==> config.mk <==
export PLATFORM = sky130hd
export DESIGN_NAME = dos_filter
export DESIGN_NICKNAME = d
export VERILOG_FILES = /design/src/core/dos_filter_pkg.sv /design/src/core/hdr_if.sv /design/src/core/dos_filter.sv /design/src/core/dos_checker.sv
export VERILOG_INCLUDE_DIRS = /design/src /design/src/core
export SDC_FILE = /design/constraint.sdc
export NUM_CORES = 1
export LEC_CHECK = 0
export BUFFER_PORTS_ARGS = -buffer_cell sky130_fd_sc_hd__buf_2
export CORE_AREA = 2 2 208 210
export CTS_CLUSTER_DIAMETER = 150
export CTS_CLUSTER_SIZE = 20
export DETAILED_ROUTE_END_ITERATION = 10
export DIE_AREA = 0 0 210 212
export PLACE_DENSITY = 0.42
export RECOVER_POWER = 25
export SLEW_MARGIN = 20
export SYNTH_ARGS = -nofsm -noshare
export SYNTH_HDL_FRONTEND = slang
export SYNTH_HIERARCHICAL = 1
export SYNTH_SLANG_ARGS = --single-unit
==> constraint.sdc <==
create_clock -name hclk -period 7.1 [get_ports hclk]
set_clock_uncertainty 0.1 [all_clocks]
set_input_delay 1.42 -clock hclk [delete_from_list [all_inputs] [get_ports hclk]]
set_output_delay 1.42 -clock hclk [all_outputs]
set_load 0.03 [all_outputs]
==> src/core/dos_filter_regs.svh <==
// Purpose: Register map, field positions, reset values and limits.
// Assumes: Word-aligned 32-bit registers on AHB-Lite.
// Notes:   Included by bare name; definitions only.
`ifndef DOS_FILTER_REGS_SVH
`define DOS_FILTER_REGS_SVH

`define OFS_DROP_CTRL        8'h00
`define OFS_TCP_MIN          8'h04
`define OFS_ICMP4_MAX        8'h08
`define OFS_ICMP6_MAX        8'h0C
`define OFS_IRQ_STATUS       8'h10
`define OFS_IRQ_MASK         8'h14
`define OFS_LAST_FLAGS       8'h18

`define NUM_ATTACKS          13
`define THRESH_W             14
`define LEARN_BIT            16

`define RST_DROP_CTRL        13'h0000
`define RST_LEARN            1'b0
`define RST_TCP_MIN          8'h14
`define RST_ICMP_MAX         14'h0200
`define ICMP_MAX_LIMIT       14'h2666

`define LOW_PORT_LIMIT       16'h0400
`define ICMP4_ECHO_REQ       8'h08
`define ICMP6_ECHO_REQ       8'h80

`define TCP_FIN              0
`define TCP_SYN              1
`define TCP_RST              2
`define TCP_PSH              3
`define TCP_ACK              4
`define TCP_URG              5

`endif

==> src/core/dos_filter_pkg.sv <==
// Purpose: Types shared by the attack filter modules.
// Assumes: Widths follow dos_filter_regs.svh.
// Notes:   Nothing here is imported; users write dos_filter_pkg::name.
`include "dos_filter_regs.svh"

package dos_filter_pkg;

  typedef enum logic [3:0] {
    same_ip_address_attack     = 4'h0,
    tcp_same_port_attack       = 4'h1,
    udp_same_port_attack       = 4'h2,
    tcp_no_flags_scan          = 4'h3,
    tcp_fin_urg_psh_scan       = 4'h4,
    syn_fin_scan_a             = 4'h5,
    tcp_low_port_syn_error     = 4'h6,
    tcp_short_header           = 4'h7,
    tcp_fragment_offset_error  = 4'h8,
    icmp4_fragmented           = 4'h9,
    icmp6_fragmented           = 4'hA,
    icmp4_oversize_echo        = 4'hB,
    icmp6_oversize_echo        = 4'hC
  } attack_idx_t;

  typedef logic [`NUM_ATTACKS-1:0] attack_vec_t;
  typedef logic [`THRESH_W-1:0]    thresh_t;

  typedef struct packed {
    attack_vec_t  drop_ctrl;
    logic         learn_on_attack;
    logic [7:0]   tcp_header_min_bytes;
    thresh_t      icmp4_max_bytes;
    thresh_t      icmp6_max_bytes;
    attack_vec_t  status;
    attack_vec_t  mask;
    attack_vec_t  last_flags;
    logic         res_valid;
    logic         res_drop;
    logic         res_learn;
    logic         irq;
    logic         ph_valid;
    logic         ph_write;
    logic [7:0]   ph_addr;
    logic [31:0]  rdata;
  } top_state_t;

endpackage

==> src/core/hdr_if.sv <==
// Purpose: Carries one frame's header summary and thresholds to the checker.
// Assumes: All signals are on the switch core clock.
// Notes:   The checker is purely combinational; the top registers its answer.
`timescale 1ns/100ps

interface hdr_if;
  logic                          is_ipv4;
  logic                          is_ipv6;
  logic [127:0]                  ip_src;
  logic [127:0]                  ip_dst;
  logic                          more_frag;
  logic [12:0]                   frag_offset;
  logic                          is_tcp;
  logic                          is_udp;
  logic                          is_icmp4;
  logic                          is_icmp6;
  logic [7:0]                    icmp_type;
  logic [15:0]                   src_port;
  logic [15:0]                   dst_port;
  logic [31:0]                   tcp_seq;
  logic [5:0]                    tcp_flags;
  logic [7:0]                    tcp_hdr_bytes;
  logic [15:0]                   ip4_total_len;
  logic [5:0]                    ip4_hdr_bytes;
  logic [15:0]                   ip6_payload_len;
  logic [7:0]                    tcp_min;
  dos_filter_pkg::thresh_t       icmp4_max;
  dos_filter_pkg::thresh_t       icmp6_max;
  dos_filter_pkg::attack_vec_t   flags;

  modport src (
    output is_ipv4, is_ipv6, ip_src, ip_dst, more_frag, frag_offset,
    output is_tcp, is_udp, is_icmp4, is_icmp6, icmp_type,
    output src_port, dst_port, tcp_seq, tcp_flags, tcp_hdr_bytes,
    output ip4_total_len, ip4_hdr_bytes, ip6_payload_len,
    output tcp_min, icmp4_max, icmp6_max,
    input  flags
  );

  modport chk (
    input  is_ipv4, is_ipv6, ip_src, ip_dst, more_frag, frag_offset,
    input  is_tcp, is_udp, is_icmp4, is_icmp6, icmp_type,
    input  src_port, dst_port, tcp_seq, tcp_flags, tcp_hdr_bytes,
    input  ip4_total_len, ip4_hdr_bytes, ip6_payload_len,
    input  tcp_min, icmp4_max, icmp6_max,
    output flags
  );
endinterface

==> src/core/dos_filter.sv <==
// Purpose: Denial-of-service header filter with AHB-Lite control registers.
// Assumes: The parser presents one header summary per frame on hclk.
// Notes:   Mirroring sits downstream and ignores drop_forward.
//
// Summary of operation
// - Flag any IP frame whose destination address equals its source.
// - Flag TCP with equal ports in unfragmented or first-fragment frames.
// - Flag UDP with equal ports in unfragmented or first-fragment frames.
// - Flag TCP with zero sequence and no flag bits set.
// - Flag TCP with zero sequence and FIN, URG, PSH all set.
// - Flag TCP SYN without ACK from a source port below 1024.
// - Flag TCP header shorter than the programmed minimum.
// - Flag TCP fragments whose fragment offset is exactly one.
// - Flag ICMPv4 or ICMPv6 carried in fragmented datagrams, separately.
// - Flag unfragmented ICMPv4 echo longer than maximum plus IPv4 header.
// - Flag unfragmented ICMPv6 echo whose payload exceeds the maximum.
// - Minimum TCP header size programmable 0 to 255, resets to 20.
// - Maximum ICMPv4 size programmable up to 9.6 KB, resets to 512.
// - Each attack type has its own drop control, all clear after reset.
// - One global control allows address learning on flagged frames.
// - Dropped frames leave normal forwarding; mirror copies still go out.
//
// The address map and register access over AHB-Lite were left to the implementer.
`timescale 1ns/100ps
`include "dos_filter_regs.svh"

module dos_filter #(
  parameter int unsigned ADDR_W = 8
) (
  input  wire logic                         hclk,
  input  wire logic                         hresetn,
  input  wire logic                         ce,
  input  wire logic                         hsel,
  input  wire logic [31:0]                  haddr,
  input  wire logic [1:0]                   htrans,
  input  wire logic                         hwrite,
  input  wire logic [2:0]                   hsize,
  input  wire logic [31:0]                  hwdata,
  input  wire logic                         hready,
  output logic                              hreadyout,
  output logic [31:0]                       hrdata,
  output logic                              hresp,
  input  wire logic                         hdr_valid,
  input  wire logic                         is_ipv4,
  input  wire logic                         is_ipv6,
  input  wire logic [127:0]                 ip_src,
  input  wire logic [127:0]                 ip_dst,
  input  wire logic                         more_frag,
  input  wire logic [12:0]                  frag_offset,
  input  wire logic                         is_tcp,
  input  wire logic                         is_udp,
  input  wire logic                         is_icmp4,
  input  wire logic                         is_icmp6,
  input  wire logic [7:0]                   icmp_type,
  input  wire logic [15:0]                  src_port,
  input  wire logic [15:0]                  dst_port,
  input  wire logic [31:0]                  tcp_seq,
  input  wire logic [5:0]                   tcp_flags,
  input  wire logic [7:0]                   tcp_hdr_bytes,
  input  wire logic [15:0]                  ip4_total_len,
  input  wire logic [5:0]                   ip4_hdr_bytes,
  input  wire logic [15:0]                  ip6_payload_len,
  output logic                              flags_valid,
  output logic [`NUM_ATTACKS-1:0]           attack_flags,
  output logic                              drop_forward,
  output logic                              learn_allow,
  output logic                              irq
);

  if (ADDR_W < 5 || ADDR_W > 32) begin : g_bad_addr_w
    $error("dos_filter: ADDR_W must lie between 5 and 32.");
  end

  dos_filter_pkg::top_state_t st;
  dos_filter_pkg::top_state_t next_st;

  hdr_if hif ();

  logic       addr_take;
  logic       in_window;
  logic [7:0] word_addr;
  logic       rd_status;

  // Writes beyond the documented ceiling saturate rather than wrap, so a
  // careless value never turns into a tiny limit.
  function automatic dos_filter_pkg::thresh_t clamp_size(
    input logic [31:0] word
  );
    if (word > {18'h00000, `ICMP_MAX_LIMIT}) begin
      clamp_size = `ICMP_MAX_LIMIT;
    end else begin
      clamp_size = word[`THRESH_W-1:0];
    end
  endfunction

  function automatic logic [31:0] read_word(
    input dos_filter_pkg::top_state_t s,
    input logic [7:0]                 a
  );
    read_word = 32'h0000_0000;
    unique case (a)
      `OFS_DROP_CTRL: begin
        read_word[`NUM_ATTACKS-1:0] = s.drop_ctrl;
        read_word[`LEARN_BIT]       = s.learn_on_attack;
      end
      `OFS_TCP_MIN:    read_word[7:0]             = s.tcp_header_min_bytes;
      `OFS_ICMP4_MAX:  read_word[`THRESH_W-1:0]   = s.icmp4_max_bytes;
      `OFS_ICMP6_MAX:  read_word[`THRESH_W-1:0]   = s.icmp6_max_bytes;
      `OFS_IRQ_STATUS: read_word[`NUM_ATTACKS-1:0] = s.status;
      `OFS_IRQ_MASK:   read_word[`NUM_ATTACKS-1:0] = s.mask;
      `OFS_LAST_FLAGS: read_word[`NUM_ATTACKS-1:0] = s.last_flags;
      default:         read_word = 32'h0000_0000;
    endcase
  endfunction

  assign hif.is_ipv4         = is_ipv4;
  assign hif.is_ipv6         = is_ipv6;
  assign hif.ip_src          = ip_src;
  assign hif.ip_dst          = ip_dst;
  assign hif.more_frag       = more_frag;
  assign hif.frag_offset     = frag_offset;
  assign hif.is_tcp          = is_tcp;
  assign hif.is_udp          = is_udp;
  assign hif.is_icmp4        = is_icmp4;
  assign hif.is_icmp6        = is_icmp6;
  assign hif.icmp_type       = icmp_type;
  assign hif.src_port        = src_port;
  assign hif.dst_port        = dst_port;
  assign hif.tcp_seq         = tcp_seq;
  assign hif.tcp_flags       = tcp_flags;
  assign hif.tcp_hdr_bytes   = tcp_hdr_bytes;
  assign hif.ip4_total_len   = ip4_total_len;
  assign hif.ip4_hdr_bytes   = ip4_hdr_bytes;
  assign hif.ip6_payload_len = ip6_payload_len;
  assign hif.tcp_min         = st.tcp_header_min_bytes;
  assign hif.icmp4_max       = st.icmp4_max_bytes;
  assign hif.icmp6_max       = st.icmp6_max_bytes;

  dos_checker u_checker (
    .h (hif.chk)
  );

  always_comb begin
    in_window = 1'b1;
    if (ADDR_W < 32) begin
      in_window = ((haddr >> ADDR_W) == 32'h0000_0000);
    end
    word_addr = {haddr[7:2], 2'b00};
    addr_take = ce & hsel & htrans[1] & hready;
    rd_status = addr_take & ~hwrite & in_window
                & (word_addr == `OFS_IRQ_STATUS);
  end

  always_comb begin
    next_st = st;

    // Address phase: capture the transfer and prepare read data at once,
    // so the slave answers with no wait state.
    if (ce & hready) begin
      next_st.ph_valid = addr_take & in_window;
      next_st.ph_write = hwrite;
      next_st.ph_addr  = word_addr;
    end
    if (addr_take & ~hwrite) begin
      next_st.rdata = in_window ? read_word(st, word_addr) : 32'h0000_0000;
    end

    // Data phase write.
    if (ce & st.ph_valid & st.ph_write) begin
      unique case (st.ph_addr)
        `OFS_DROP_CTRL: begin
          next_st.drop_ctrl       = hwdata[`NUM_ATTACKS-1:0];
          next_st.learn_on_attack = hwdata[`LEARN_BIT];
        end
        `OFS_TCP_MIN:   next_st.tcp_header_min_bytes = hwdata[7:0];
        `OFS_ICMP4_MAX: next_st.icmp4_max_bytes = clamp_size(hwdata);
        `OFS_ICMP6_MAX: next_st.icmp6_max_bytes = clamp_size(hwdata);
        `OFS_IRQ_MASK:  next_st.mask = hwdata[`NUM_ATTACKS-1:0];
        default: ;
      endcase
    end

    // Reading the status clears it; an attack in the same cycle still sets.
    if (rd_status) begin
      next_st.status = '0;
    end

    next_st.res_valid = 1'b0;
    if (ce & hdr_valid) begin
      next_st.res_valid  = 1'b1;
      next_st.last_flags = hif.flags;
      next_st.res_drop   = |(hif.flags & st.drop_ctrl);
      next_st.res_learn  = ~(|hif.flags) | st.learn_on_attack;
      next_st.status     = next_st.status | hif.flags;
    end

    next_st.irq = |(next_st.status & next_st.mask);
  end

  always_ff @(posedge hclk or negedge hresetn) begin
    if (!hresetn) begin
      st                      <= '0;
      st.drop_ctrl            <= `RST_DROP_CTRL;
      st.learn_on_attack      <= `RST_LEARN;
      st.tcp_header_min_bytes <= `RST_TCP_MIN;
      st.icmp4_max_bytes      <= `RST_ICMP_MAX;
      st.icmp6_max_bytes      <= `RST_ICMP_MAX;
      st.res_learn            <= 1'b1;
    end else if (ce) begin
      st <= next_st;
    end
  end

  // The slave never stretches a transfer except while the block is frozen.
  assign hreadyout    = ce;
  assign hresp        = 1'b0;
  assign hrdata       = st.rdata;
  assign flags_valid  = st.res_valid;
  assign attack_flags = st.last_flags;
  assign drop_forward = st.res_drop;
  assign learn_allow  = st.res_learn;
  assign irq          = st.irq;

endmodule

==> src/core/dos_checker.sv <==
// Purpose: Evaluates every attack pattern on one header summary.
// Assumes: IPv4 addresses sit in the low 32 bits, upper bits zero.
// Notes:   Combinational; the top samples flags on the frame strobe.
`timescale 1ns/100ps
`include "dos_filter_regs.svh"

module dos_checker (
  hdr_if.chk h
);

  logic        fragmented;
  logic        head_piece;
  logic        any_ip;
  logic [16:0] v4_limit;

  always_comb begin
    fragmented = h.more_frag | (h.frag_offset != 13'h0000);
    head_piece = (h.frag_offset == 13'h0000);
    any_ip     = h.is_ipv4 | h.is_ipv6;
    v4_limit   = {3'b000, h.icmp4_max} + {11'h000, h.ip4_hdr_bytes};
    h.flags    = '0;
    h.flags[dos_filter_pkg::same_ip_address_attack] =
      any_ip & (h.ip_dst == h.ip_src);
    h.flags[dos_filter_pkg::tcp_same_port_attack] =
      any_ip & h.is_tcp & head_piece & (h.dst_port == h.src_port);
    h.flags[dos_filter_pkg::udp_same_port_attack] =
      any_ip & h.is_udp & head_piece & (h.dst_port == h.src_port);
    h.flags[dos_filter_pkg::tcp_no_flags_scan] =
      any_ip & h.is_tcp & head_piece & (h.tcp_seq == 32'h0000_0000)
      & (h.tcp_flags == 6'h00);
    h.flags[dos_filter_pkg::tcp_fin_urg_psh_scan] =
      any_ip & h.is_tcp & head_piece & (h.tcp_seq == 32'h0000_0000)
      & h.tcp_flags[`TCP_FIN] & h.tcp_flags[`TCP_URG]
      & h.tcp_flags[`TCP_PSH];
    h.flags[dos_filter_pkg::syn_fin_scan_a] =
      any_ip & h.is_tcp & head_piece
      & h.tcp_flags[`TCP_SYN] & h.tcp_flags[`TCP_FIN];
    h.flags[dos_filter_pkg::tcp_low_port_syn_error] =
      any_ip & h.is_tcp & head_piece & h.tcp_flags[`TCP_SYN]
      & ~h.tcp_flags[`TCP_ACK] & (h.src_port < `LOW_PORT_LIMIT);
    h.flags[dos_filter_pkg::tcp_short_header] =
      any_ip & h.is_tcp & head_piece
      & (h.tcp_hdr_bytes < h.tcp_min);
    h.flags[dos_filter_pkg::tcp_fragment_offset_error] =
      any_ip & h.is_tcp & fragmented
      & (h.frag_offset == 13'h0001);
    h.flags[dos_filter_pkg::icmp4_fragmented] =
      h.is_ipv4 & h.is_icmp4 & fragmented;
    h.flags[dos_filter_pkg::icmp6_fragmented] =
      h.is_ipv6 & h.is_icmp6 & fragmented;
    h.flags[dos_filter_pkg::icmp4_oversize_echo] =
      h.is_ipv4 & h.is_icmp4 & ~fragmented
      & (h.icmp_type == `ICMP4_ECHO_REQ)
      & ({1'b0, h.ip4_total_len} > v4_limit);
    h.flags[dos_filter_pkg::icmp6_oversize_echo] =
      h.is_ipv6 & h.is_icmp6 & ~fragmented
      & (h.icmp_type == `ICMP6_ECHO_REQ)
      & (h.ip6_payload_len > {2'b00, h.icmp6_max});
  end

endmodule

# Word level (Yosys, flattened, before mapping)
# Index checks and enable logic that the tools add are counted.
[op_classes] addsub=1 order_cmp=5 eq_ne=15 muxes=11 bitwise=50 n_reduce_logical=17
[ops] cell="$eq A128 B128 Y1" count=1
[ops] cell="$logic_not A32 Y1" count=2
[ops] cell="$pmux W8 S7" count=1
[ops] cell="$mux W13" count=4
[ops] cell="$and A1 B1 Y1" count=40
[ops] cell="$reduce_or A13 Y1" count=3
[ops] cell="$gt A32 B14 Y1 const B" count=1
[ops] cell="$pmux W5 S6" count=1
[ops] cell="$and A13 B13 Y13" count=2
[ops] cell="$eq A6 B2 Y1 const B" count=4
[ops] cell="$eq A6 B3 Y1 const B" count=4
[ops] cell="$gt A16 B17 Y1" count=1
[ops] cell="$mux W17" count=1
[ops] cell="$eq A16 B16 Y1" count=1
[ops] cell="$gt A16 B14 Y1" count=1
[ops] cell="$logic_not A8 Y1" count=2
[ops] cell="$lt A16 B11 Y1 const B" count=1
[ops] cell="$add A14 B6 Y15" count=1
[ops] cell="$mux W14" count=1
[ops] cell="$eq A13 B1 Y1 const B" count=1
[ops] cell="$logic_not A13 Y1" count=1
[ops] cell="$or A13 B13 Y13" count=1
[ops] cell="$reduce_bool A13 Y1" count=1
[ops] cell="$eq A6 B1 Y1 const B" count=2
[ops] cell="other kinds (11)" count=21
[totals] register_bits=133 input_bits=476 out_inout_bits=51 word_cells=115

# Logic depth before layout (Yosys ltp)
# Gate-level depths: netlist (run 1).
[depth] word_depth=11 depth_mapped=18

# By module
# The synthesis (run 1) kept the hierarchy.
[by_module_without_submodules] mod="dos_filter" instances=1 cells_each=571 area_per_inst_um2=5794.3 seq_area_each_um2=2909.0
[by_module_without_submodules] mod="dos_checker" instances=1 cells_each=440 area_per_inst_um2=3229.3 seq_area_each_um2=0.0

# Least setup slack after synthesis (run 1)
# OpenSTA, ideal clock, no wires.
[synth_path] path_kind="input to register" startpoint="in ip4_hdr_bytes[0]" endpoint="reg st (netlist bit irq)" arrival_ps=4562 path_slack_ps=2307 stages=18 path_buffers=0 path_cell_list="ha_1 fa_1 a21o_1 a21oi_1 o21bai_1 a21oi_1 nor2_1 xnor2_1 ha_1 a21o_1 a21o_1 a21oi_1 nor2_1 a2111oi_0 a21oi_1 a22o_1 o21ai_0 a31oi_1"
[synth_between] elab_chain_cells=7
[synth_lines] element="start, declared" line="dos_filter.sv:61" text="input wire logic [5:0] ip4_hdr_bytes,"
[synth_lines] element="$add A14 B6 Y15" line="dos_checker.sv:20" text="v4_limit = {3'b000, h.icmp4_max} + {11'h000, h.ip4_hdr_bytes};"
[synth_lines] element="$gt A16 B17 Y1" line="dos_checker.sv:54" text="& ({1'b0, h.ip4_total_len} > v4_limit);"
[synth_lines] element="$and A1 B1 Y1" line="dos_checker.sv:52" text="h.is_ipv4 & h.is_icmp4 & ~fragmented"
[synth_lines] element="net hif.flags[11]" line="hdr_if.sv:29" text="dos_filter_pkg::attack_vec_t flags;"
[synth_lines] element="$or A13 B13 Y13" line="dos_filter.sv:194" text="next_st.status = next_st.status | hif.flags;"
[synth_lines] element="$mux W13" line="dos_filter.sv:189" text="if (ce & hdr_valid) begin"
[synth_lines] element="$and A13 B13 Y13" line="dos_filter.sv:197" text="next_st.irq = |(next_st.status & next_st.mask);"
[synth_lines] element="$reduce_or A13 Y1" line="dos_filter.sv:197"
[synth_lines] element="end signal, assigned" line="dos_filter.sv:210" text="st <= next_st;"
[synth_lines] element="end, declared" line="dos_filter.sv:74" text="dos_filter_pkg::top_state_t st;"
# The timed path passes the listed nets, and every way through them passes these cells.
# A chain may end at the register's enable or synchronous reset.

# Final worst setup path (run 1)
[layout_path] startpoint="in ip4_hdr_bytes[0]" endpoint="reg st (netlist bit drop_forward)"
[layout_between] elab_chain_cells=5
[layout_lines] element="$add A14 B6 Y15" line="dos_checker.sv:20"
[layout_lines] element="$gt A16 B17 Y1" line="dos_checker.sv:54"
[layout_lines] element="$and A1 B1 Y1" line="dos_checker.sv:52"
[layout_lines] element="net hif.flags[11]" line="hdr_if.sv:29"
[layout_lines] element="$and A13 B13 Y13" line="dos_filter.sv:192" text="next_st.res_drop = |(hif.flags & st.drop_ctrl);"
[layout_lines] element="$reduce_or A13 Y1" line="dos_filter.sv:192"
# The timed path passes the listed nets, and every way through them passes these cells.

==> results of run 1 <==
==> cell usage after synthesis, types with 15 or more instances <==
| cell | number | area share (%) |
|---|---|---|
| nand2_1 | 119 | 5.0 |
| mux2_2 | 36 | 4.5 |
| a21o_1 | 20 | 1.7 |
| dfrtp_1 | 111 | 31 |
| xnor2_1 | 30 | 2.9 |
| mux2i_1 | 15 | 1.7 |
| a221oi_1 | 22 | 2.1 |
| o22ai_1 | 16 | 1.1 |
| nor2_1 | 32 | 1.3 |
| ha_1 | 42 | 5.8 |
| nand4_1 | 23 | 1.6 |
| nand2b_1 | 20 | 1.4 |
| clkbuf_1 | 19 | 0.79 |
| a21oi_1 | 29 | 1.6 |
| buf_4 | 48 | 4.0 |
| nor4_1 | 47 | 3.3 |
| o21ai_0 | 60 | 3.3 |
| inv_1 | 83 | 3.5 |
| xor2_1 | 80 | 7.8 |
==> power groups by stage <==
stage / logic [uW] / registers (uW) / clock network, uW
floorplan: 148 / 694 / 0
global placement: 379 / 691 / 0
detailed placement: 382 / 691 / 0
CTS: 384 / 680 / 830
global route: 412 / 682 / 856
finish: 378 / 680 / 809
==> cells by family (layout without fill, tap and decap cells) <==
kind of cell	Yosys count	in the layout
XOR/XNOR	110	110
other	1	29
multiplexers	58	58
flip-flops	116	116
AO/OA/AOI/OAI	212	212
adder cells (fa/ha/maj)	43	43
AND/OR/NAND/NOR	316	316
buffers and inverters	155	620
==> layout make-up <==
type / count / area [um2]
diodes: 11 / 27.5
clock buffers: 27 / 503
clock inverters: 5 / 50.0
fillers: 4664 / 30100
inverters: 83 / 312
multi-input cells: 757 / 5400
flip-flops and latches: 116 / 2910
well taps: 546 / 683
repair buffers: 505 / 2520
==> flip-flops by register name, indices dropped and copies added (netlist names) <==
signal and cells:
attack_flags 13, drop_forward 1, flags_valid 1, hif.icmp4_max 14, hif.icmp6_max 14, hif.tcp_min 8
hrdata 15, irq 1, learn_allow 1, st 48
==> worst max-delay path by stage <==
stage | to | slack (ns) | cells past startpoint
6_report | drop_forward | 1.94 | 19
5_1_grt | irq | 1.61 | 19
4_1_cts | drop_forward | 1.99 | 19
3_5_place_dp | drop_forward | 1.56 | 19
3_3_place_gp | drop_forward | 1.62 | 19
2_1_floorplan | irq | 2.31 | 18
==> metal layers <==
| metal | track usage, % | share of wire, % | up-vias |
|---|---|---|---|
| met3 | 4.05 | 5.3 | 56 |
| met5 | 0 | 0.21 | - |
| li1 | - | - | 4552 |
| met1 | 26.9 | 41 | 4666 |
| met4 | 5.04 | 1.7 | 16 |
| met2 | 39.9 | 51 | 365 |
==> critical path, cell delays in order <==
cell and delay (ns):
buf_2 0.10, ha_1 0.21, fa_1 0.41, a21o_1 0.20
a21oi_1 0.26, o21bai_1 0.10, a21oi_1 0.41, nor2_1 0.11
xnor2_1 0.16, ha_1 0.18, a21o_1 0.15, a21o_1 0.17
a21oi_1 0.16, nor2_1 0.06, a2111oi_0 0.35, a21oi_1 0.31
a22oi_1 0.24, and3_1 0.18, a41oi_1 0.10
==> stage by stage <==
stage               std cells  util, %
finish                   2050     29.2
global route             2046     29.2
CTS                      2039     29.2
detailed placement       2007     27.9
global placement         2007     27.9
floorplan                1028        -
==> impl_metrics.ini, run 1 <==
[run_status]
status = finished, violations left
violations = capacitance limit, slew limit

[timing]
finalWorstSetupSlack_ns = 1.94
holdWs_ns = 0.368
setup_violations = 0
period_needed_ns = 5.16
slew_headroom_pct = -80.1
tightest_slew_ns = 2.70
hold_viol = 0
min_period_over_period_pct = 72.7
rsz0062_at_grt = false
max_freq_mhz = 194
timing.setup.tns_ns = 0
drv_slew = 49

[power_and_ir_drop]
p_int_uw = 1360
p_total_uw = 1870
max-vdd-ir-drop_v = 0.000151
p_leak_uw = 0.00622
sequentialPowerShare_pct = 36.4
p_switching_uw = 510
p_per_area_mw_per_mm2 = 151
p_clk_share_pct = 43.3
p_sw_share_pct = 27.3
p_comb_share_pct = 20.3

[hold_path]
min_path_type = flop to flop
hold_end = hrdata[1]
whs_path_depth = 1
hold_start = hrdata[1]

[grt]
grt_pass1_wl_um = 69200
grt_max_degree = 70
antenna_found_initial = 27
grt_overflow_total = 0
grt_pass1_vias = 9983
grt.total_usage_pct = 22.0

[route]
wire_per_inst_um = 24.4
drc = 0
routed_wirelength_um = 49900
drt_pre_antenna_iters = 5
dr_total_vias = 9655
postRouteAntennaNets = 0
viasPerCell = 4.71
dr.first_iter.drc_count = 567

[synthesis]
synth_top_family_by_area = simple AND/OR/NAND/NOR gates
async_reset_ff_share_pct = 100
synth-seq-cells = 116
synth_area_mm2 = 0.00902
syn-instance-count = 1011
ys_types = 69
synth_area_per_cell_um2 = 8.93
synth_compound_area_share_pct = 16.1
muxShareOfSynthArea_pct = 7.65
synthXorXnorAreaFrac_pct = 10.7
synth-simple-area-share_pct = 18.6
synth_flop_cell = dfrtp_1
synth-edff-count = 0
yosys_warnings = 6
yosysSeqAreaShare_pct = 32.2
synthAdderAreaFrac_pct = 6.05

[die]
die_w_um = 210
io_pins = 527
dieArea_mm2 = 0.0445
coreArea_mm2 = 0.0425
initial_core_util_pct = 21.2
dieHeight_um = 212
rows = 76

[setup_path]
required_ns = 7.24
critPathCaptureType = flop
crit_arrival_ns = 5.30
ff2ff_path_depth = 18
crit_path_start = ip4_hdr_bytes[0]
worstReg2RegStart = hif.icmp4_max[0]
crit_type = input port to flop
rr_endpoint = drop_forward
ff2ff_setup_slack_ns = 2.58
cp_max_fo = 5
startpoint_type = input port

[placed_design]
pre_cts_ws_ns = 1.56
gp_congestion = 0.917
io_buffers = 502
place_area_mm2 = 0.0118
dp_hpwl_um = 43800

[cts]
clk_latency_ns = 0.42
ctsResizeCount = 0
cts_tree = yes
root_buffer = clkbuf_16
cts_max_path_buffers = 2
clkTransAtPathRegs_ns = 0.05
cts_max_level = 4
cts_buffers = 17
cts_num_sinks = 116
post_cts_buffers = 0
cts_hold_buf = 0

[finish]
mostFrequentLayoutCells = buf_2, nand2_1, dfrtp_1
area_growth_pct = 37.4
postLayoutCellArea_mm2 = 0.0124
mostFrequentLayoutCell = buf_2
nets = 1999
drive_gt1_share_pct = 38.8

[job]
max_cap_viol_count = 1
No activity file was read; power rests on OpenSTA's default activity.
==> inputs of run 2 (changes only) <==
--- a/config.mk
+++ b/config.mk
@@ -7,12 +7,12 @@
 export NUM_CORES = 1
 export LEC_CHECK = 0
 export BUFFER_PORTS_ARGS = -buffer_cell sky130_fd_sc_hd__buf_2
-export CORE_AREA = 2 2 208 210
+export CORE_AREA = 2 2 203 205
 export CTS_CLUSTER_DIAMETER = 150
 export CTS_CLUSTER_SIZE = 20
 export DETAILED_ROUTE_END_ITERATION = 10
-export DIE_AREA = 0 0 210 212
-export PLACE_DENSITY = 0.42
+export DIE_AREA = 0 0 205 207
+export PLACE_DENSITY = 0.45
 export RECOVER_POWER = 25
 export SLEW_MARGIN = 20
 export SYNTH_ARGS = -nofsm -noshare
==> constraint.sdc (replaced) <==
create_clock -name hclk -period 4.47 [get_ports hclk]
set_clock_uncertainty 0.1 [all_clocks]
set_input_delay 0.894 -clock hclk [delete_from_list [all_inputs] [get_ports hclk]]
set_output_delay 0.894 -clock hclk [all_outputs]
set_load 0.03 [all_outputs]
==> run 2 against run 1 <==
Compared with the run above: the flow still finishes with violations (capacitance limit, slew limit); sequential cell count is the same; sequential share of layout area shrank 0.34 points; first-iteration DRC count grew 2.1%; global-route usage grew 1.4 points; wire length grew 1.3%; critical endpoint unchanged; largest cell class unchanged; highest routed layer unchanged.
==> impl_metrics.ini, run 2 (same netlist as run 1, synthesis figures left out) <==
[run_status]
status = finished, violations left
violations = capacitance limit, slew limit

[setup_path]
ff2ff_setup_slack_ns = 0.41
crit_type = input port to flop
worstReg2RegStart = hif.icmp4_max[0]
cp_max_fo = 5
rr_endpoint = drop_forward
slowest_delay_ns = 0.38
crit_path_start = ip4_hdr_bytes[0]
cp_cell_sequence = buf_2 -> ha_1 -> fa_1 -> a21o_1 -> a21oi_2 -> o21bai_1 -> a21oi_1 -> buf_4 -> nor2_1 -> xnor2_1 -> ha_1 -> a21o_1 -> a21o_1 -> a21oi_1 -> nor2_1 -> a2111oi_2 -> a21oi_1 -> buf_4 -> a22oi_1 -> and3_1 -> a41oi_1
required_ns = 4.60
path_depth = 21
ff2ff_path_depth = 20
crit_buf_inv = 3
startpoint_type = input port
crit_family = compound AO/OA/AOI/OAI gates
slowest_stage = fa_1
crit_arrival_ns = 4.32
worstSetupEndpoint = drop_forward
critPathCaptureType = flop

[cts]
cts_buffers = 17
post_cts_buffers = 0
cts_num_sinks = 116
cts_max_level = 4
cts_max_path_buffers = 2
clk_latency_ns = 0.41
root_buffer = clkbuf_16
clkTransAtPathRegs_ns = 0.05
cts_tree = yes

[die]
die_w_um = 205
rows = 74
coreArea_mm2 = 0.0404
io_pins = 527
dieHeight_um = 207
dieArea_mm2 = 0.0424
initial_core_util_pct = 22.4

[finish]
largest_register_ff_count = 48
mostFrequentLayoutCell = buf_2
final_core_util_pct = 31.2
regMostFlops = st
drive_gt1_share_pct = 40.4
mostFrequentLayoutCells = buf_2, nand2_1, dfrtp_1
area_growth_pct = 39.4
nets = 2018

[timing]
setup_violations = 0
slew_headroom_pct = -125
min_period_over_period_pct = 93.8
tightest_slew_ns = 3.37
drv_slew = 60
hold_viol = 0
timing.setup.tns_ns = 0
max_freq_mhz = 239
period_needed_ns = 4.19

[power_and_ir_drop]
p_int_uw = 2200
p_clk_share_pct = 44.1
p_switching_uw = 827
sequentialPowerShare_pct = 35.7
max-vdd-ir-drop_v = 0.000227
p_per_area_mw_per_mm2 = 241
p_sw_share_pct = 27.3
p_total_uw = 3030
p_comb_share_pct = 20.2
p_leak_uw = 0.00636

[grt]
grt_pass1_vias = 10200
grt_max_degree = 60
grt_pass1_wl_um = 70200
antenna_found_initial = 29
grt.total_usage_pct = 23.3
grt_overflow_total = 0

[route]
viasPerCell = 4.79
drc = 0
routed_wirelength_um = 50600
dr_total_vias = 9858
dr.first_iter.drc_count = 579
postRouteAntennaNets = 0
wire_per_inst_um = 24.5
drt_pre_antenna_iters = 6

[placed_design]
io_buffers = 502
gp_congestion = 0.968
dp_hpwl_um = 44500

[job]
max_cap_viol_count = 1

[hold_path]
min_path_type = flop to flop
## run 2: how the worst min path moves through the flow
stage	from	end	slack (ns)	depth (start not counted)
after global routing	hrdata[4]	hrdata[4]	0.39	1
after global placement	hrdata[2]	hrdata[2]	0.36	1
after floorplan	hrdata[16]	hrdata[16]	0.35	2
after CTS	hrdata[2]	hrdata[2]	0.38	1
after detailed placement	hrdata[2]	hrdata[2]	0.36	1
final	hrdata[2]	hrdata[2]	0.37	1
## run 2: layer usage
layer	GRT usage, %	wire (um)	part of all wire (%)
met4	9.25	1610	3.2
met1	27.7	19800	39
met2	40.3	25400	50
met3	5.57	3700	7.3
met5	0	143	0.28
## run 2: power by group through the flow
stage               sequential, uW  clock (uW)  combinational (uW)
detailed placement            1100           0                 611
floorplan                     1100           0                 236
finish                        1080        1340                 610
global route                  1080        1410                 662
global placement              1100           0                 609
CTS                           1080        1350                 614
## run 2: metrics by stage
stage / worst slack [ns] / cells / hold WS (ns) / cell area (um2)
after floorplan: 0.203 / 1028 / 0.350 / 9090
after global placement: -0.215 / 2012 / 0.356 / 12000
after detailed placement: -0.277 / 2012 / 0.363 / 12000
after CTS: 0.147 / 2044 / 0.376 / 12500
after global routing: -0.0101 / 2057 / 0.395 / 12600
final: 0.279 / 2060 / 0.370 / 12600
## run 2: what timing repair did
action | 4_1_cts | 5_1_grt
resized for setup | 0 | 3
hold buffers | 0 | 0
setup endpoints to repair | 0 | 3
## run 2: layout make-up
class	instances	area [um2]
inverter	83	312
fill	4391	27800
multi-input combinational	757	5400
sequential	116	2910
clock inverter	9	104
antenna	16	40.0
clock buffer	23	478
timing repair buffer	524	2670
tap	532	666
==> inputs of run 3 (changes only) <==
--- a/config.mk
+++ b/config.mk
@@ -6,13 +6,14 @@
 export SDC_FILE = /design/constraint.sdc
 export NUM_CORES = 1
 export LEC_CHECK = 0
+export ABC_AREA = 1
 export BUFFER_PORTS_ARGS = -buffer_cell sky130_fd_sc_hd__buf_2
 export CORE_AREA = 2 2 203 205
 export CTS_CLUSTER_DIAMETER = 150
 export CTS_CLUSTER_SIZE = 20
 export DETAILED_ROUTE_END_ITERATION = 10
 export DIE_AREA = 0 0 205 207
-export PLACE_DENSITY = 0.45
+export PLACE_DENSITY = 0.48
 export RECOVER_POWER = 25
 export SLEW_MARGIN = 20
 export SYNTH_ARGS = -nofsm -noshare
==> run 3 against run 2 <==
Compared with the run above: the run still ends with capacitance limit, slew limit left; clock-buffer cell count down 4; synthesized cell count up 50%; maximum frequency up 12%; sequential power about the same.
==> impl_metrics.ini, run 3 <==
[synthesis]
synth_area_per_cell_um2 = 6.47
synth_flop_cell = dfrtp_1
syn-instance-count = 1520
synth_most_common_cell = nand2_1
synth.top_cells.by_count = nand2_1, inv_1, nor2_1, o21ai_0, dfrtp_1
yosys_warnings = 6
synth_area_mm2 = 0.00983
synth_top_area_cell = dfrtp_1
synth-edff-count = 0
synth.area.top_cells = dfrtp_1, nand2_1, inv_1, o21ai_0, nor2_1
synth-seq-cells = 116
ys_types = 57
synth_top_area_share_pct = 28.3
async_reset_ff_share_pct = 100
yosysSeqAreaShare_pct = 29.6

[grt]
grt_overflow_total = 0
grt_max_degree = 81
grt_pass1_vias = 11400
grt_pass1_wl_um = 66600
antenna_found_initial = 13
grt.total_usage_pct = 21.0

[placed_design]
place_area_mm2 = 0.0127
gp_congestion = 0.984
io_buffers = 502
dp_hpwl_um = 39500

[die]
dieHeight_um = 207
initial_core_util_pct = 24.4
die_w_um = 205
rows = 74
dieArea_mm2 = 0.0424
io_pins = 527
coreArea_mm2 = 0.0404

[hold_path]
min_path_type = flop to flop

[run_status]
status = finished, violations left
violations = capacitance limit, slew limit

[setup_path]
worstSetupEndpoint = irq
crit_arrival_ns = 4.01
cp_max_fo = 3
worstReg2RegStart = hif.icmp4_max[0]
startpoint_type = input port
critPathCaptureType = flop
crit_type = input port to flop
ff2ff_setup_slack_ns = 0.86
crit_path_start = ip4_hdr_bytes[0]
required_ns = 4.72
rr_endpoint = irq
ff2ff_path_depth = 21

[route]
dr_total_vias = 11300
drc = 0
wire_per_inst_um = 17.6
drt_pre_antenna_iters = 5
dr.first_iter.drc_count = 633
viasPerCell = 4.43
postRouteAntennaNets = 0
routed_wirelength_um = 44800

[timing]
drv_slew = 80
timing.setup.tns_ns = 0
rsz0062_at_grt = false
max_freq_mhz = 267
tightest_slew_ns = 2.13
holdWs_ns = 0.380
min_period_over_period_pct = 83.9
period_needed_ns = 3.75
hold_viol = 0
setup_violations = 0
slew_headroom_pct = -41.8

[finish]
fillers = 4568
drive_gt1_share_pct = 28.7
largest_register_ff_count = 48
regMostFlops = st
postLayoutCellArea_mm2 = 0.0134
mostFrequentLayoutCell = buf_2
mostFrequentLayoutCells = buf_2, nand2_1, inv_1
nets = 2520
area_growth_pct = 35.9

[cts]
cts_buffers = 17
cts_num_sinks = 116
clk_latency_ns = 0.42
root_buffer = clkbuf_16
cts_tree = yes
cts_hold_buf = 0
clkTransAtPathRegs_ns = 0.06
cts_max_path_buffers = 2
cts_max_level = 4
post_cts_buffers = 0
ctsResizeCount = 0

[power_and_ir_drop]
p_sw_share_pct = 27.9
max-vdd-ir-drop_v = 0.000263
p_switching_uw = 883
p_int_uw = 2290
p_clk_share_pct = 46.0
p_comb_share_pct = 20.0
sequentialPowerShare_pct = 34.0
p_leak_uw = 0.00738
p_total_uw = 3170
p_per_area_mw_per_mm2 = 237

[job]
max_cap_viol_count = 1
-- run 3: cell types whose count changed in the layout (fill, tap and decap cells not counted), sizes merged, moves of 40 or more --
cell,delta
o21ai,+109
nand2,+317
xor2,-65
inv,+162
nor2,+148
nand3,+40
-- run 3: critical path, stage by stage --
cell and delay, ns:
buf_2 0.10, ha_1 0.22, fa_1 0.40, nand3_1 0.12, nand2_2 0.09, a21oi_4 0.20, nor3b_4 0.07, xor2_1 0.14
ha_1 0.27, nand2_1 0.06, nor2_1 0.10, nand4_1 0.13, or2_2 0.33, a21oi_2 0.30, nand2_1 0.11, nand2_1 0.10
nand2_1 0.05, nand2_1 0.06, nor2_1 0.04, nand2_1 0.07, nor2_1 0.05, nor2_1 0.07
-- run 3: worst min-delay path by stage --
stage / to / slack (ns) / from / cells past startpoint
2_1_floorplan: st[39] / 0.35 / st[39] / 2
3_3_place_gp: st[40] / 0.37 / st[40] / 2
3_5_place_dp: st[38] / 0.37 / st[38] / 2
4_1_cts: st[38] / 0.38 / st[38] / 2
5_1_grt: st[39] / 0.41 / st[39] / 2
6_report: st[38] / 0.38 / st[38] / 2
-- run 3: per-layer routing --
metal | track usage [%] | vias to the layer above | routed length, um
li1 | - | 5756 | -
met1 | 24.7 | 5057 | 18300
met2 | 37.7 | 422 | 22400
met3 | 4.48 | 58 | 3020
met4 | 6.55 | 6 | 1100
met5 | 0 | - | 42
-- run 3: final cells by class --
cell class / instances / area (um2) / share of cell area, %
antenna: 7 / 17.5 / 0.131
inverter: 246 / 923 / 6.91
multi-input combinational: 1106 / 5610 / 42.0
timing repair buffer: 514 / 2620 / 19.6
sequential: 116 / 2910 / 21.8
tap: 532 / 666 / 4.98
clock buffer: 19 / 443 / 3.31
clock inverter: 13 / 181 / 1.36
-- run 3: cell families (layout without fill, tap and decap cells) --
family	after synthesis	after routing	synth area share (%)
xor gates and xnor gates	54	54	4.81
buffers and inverters	315	792	14.0
other	1	25	0.0381
and+or+nand+nor	736	736	31.3
DFF	116	116	29.6
adders and majority gates	43	43	5.55
AOI/OAI and AO/OA	255	255	14.7
-- run 3: stage by stage --
step / util, % / instances / setup WS, ns
3_3_place_gp: 31.5 / 2514 / 0.264
6_report: 33.1 / 2553 / 0.718
4_1_cts: 33.1 / 2546 / 0.691
5_1_grt: 33.1 / 2553 / 0.430
2_1_floorplan: - / 1537 / 0.871
3_5_place_dp: 31.5 / 2514 / 0.259
-- run 3: power by group through the flow --
stage	Combinational [uW]	Sequential, uW	Clock (uW)
after floorplan	291	1100	0
after global placement	633	1100	0
after detailed placement	640	1100	0
after CTS	643	1080	1470
after global routing	720	1080	1520
final	634	1080	1460
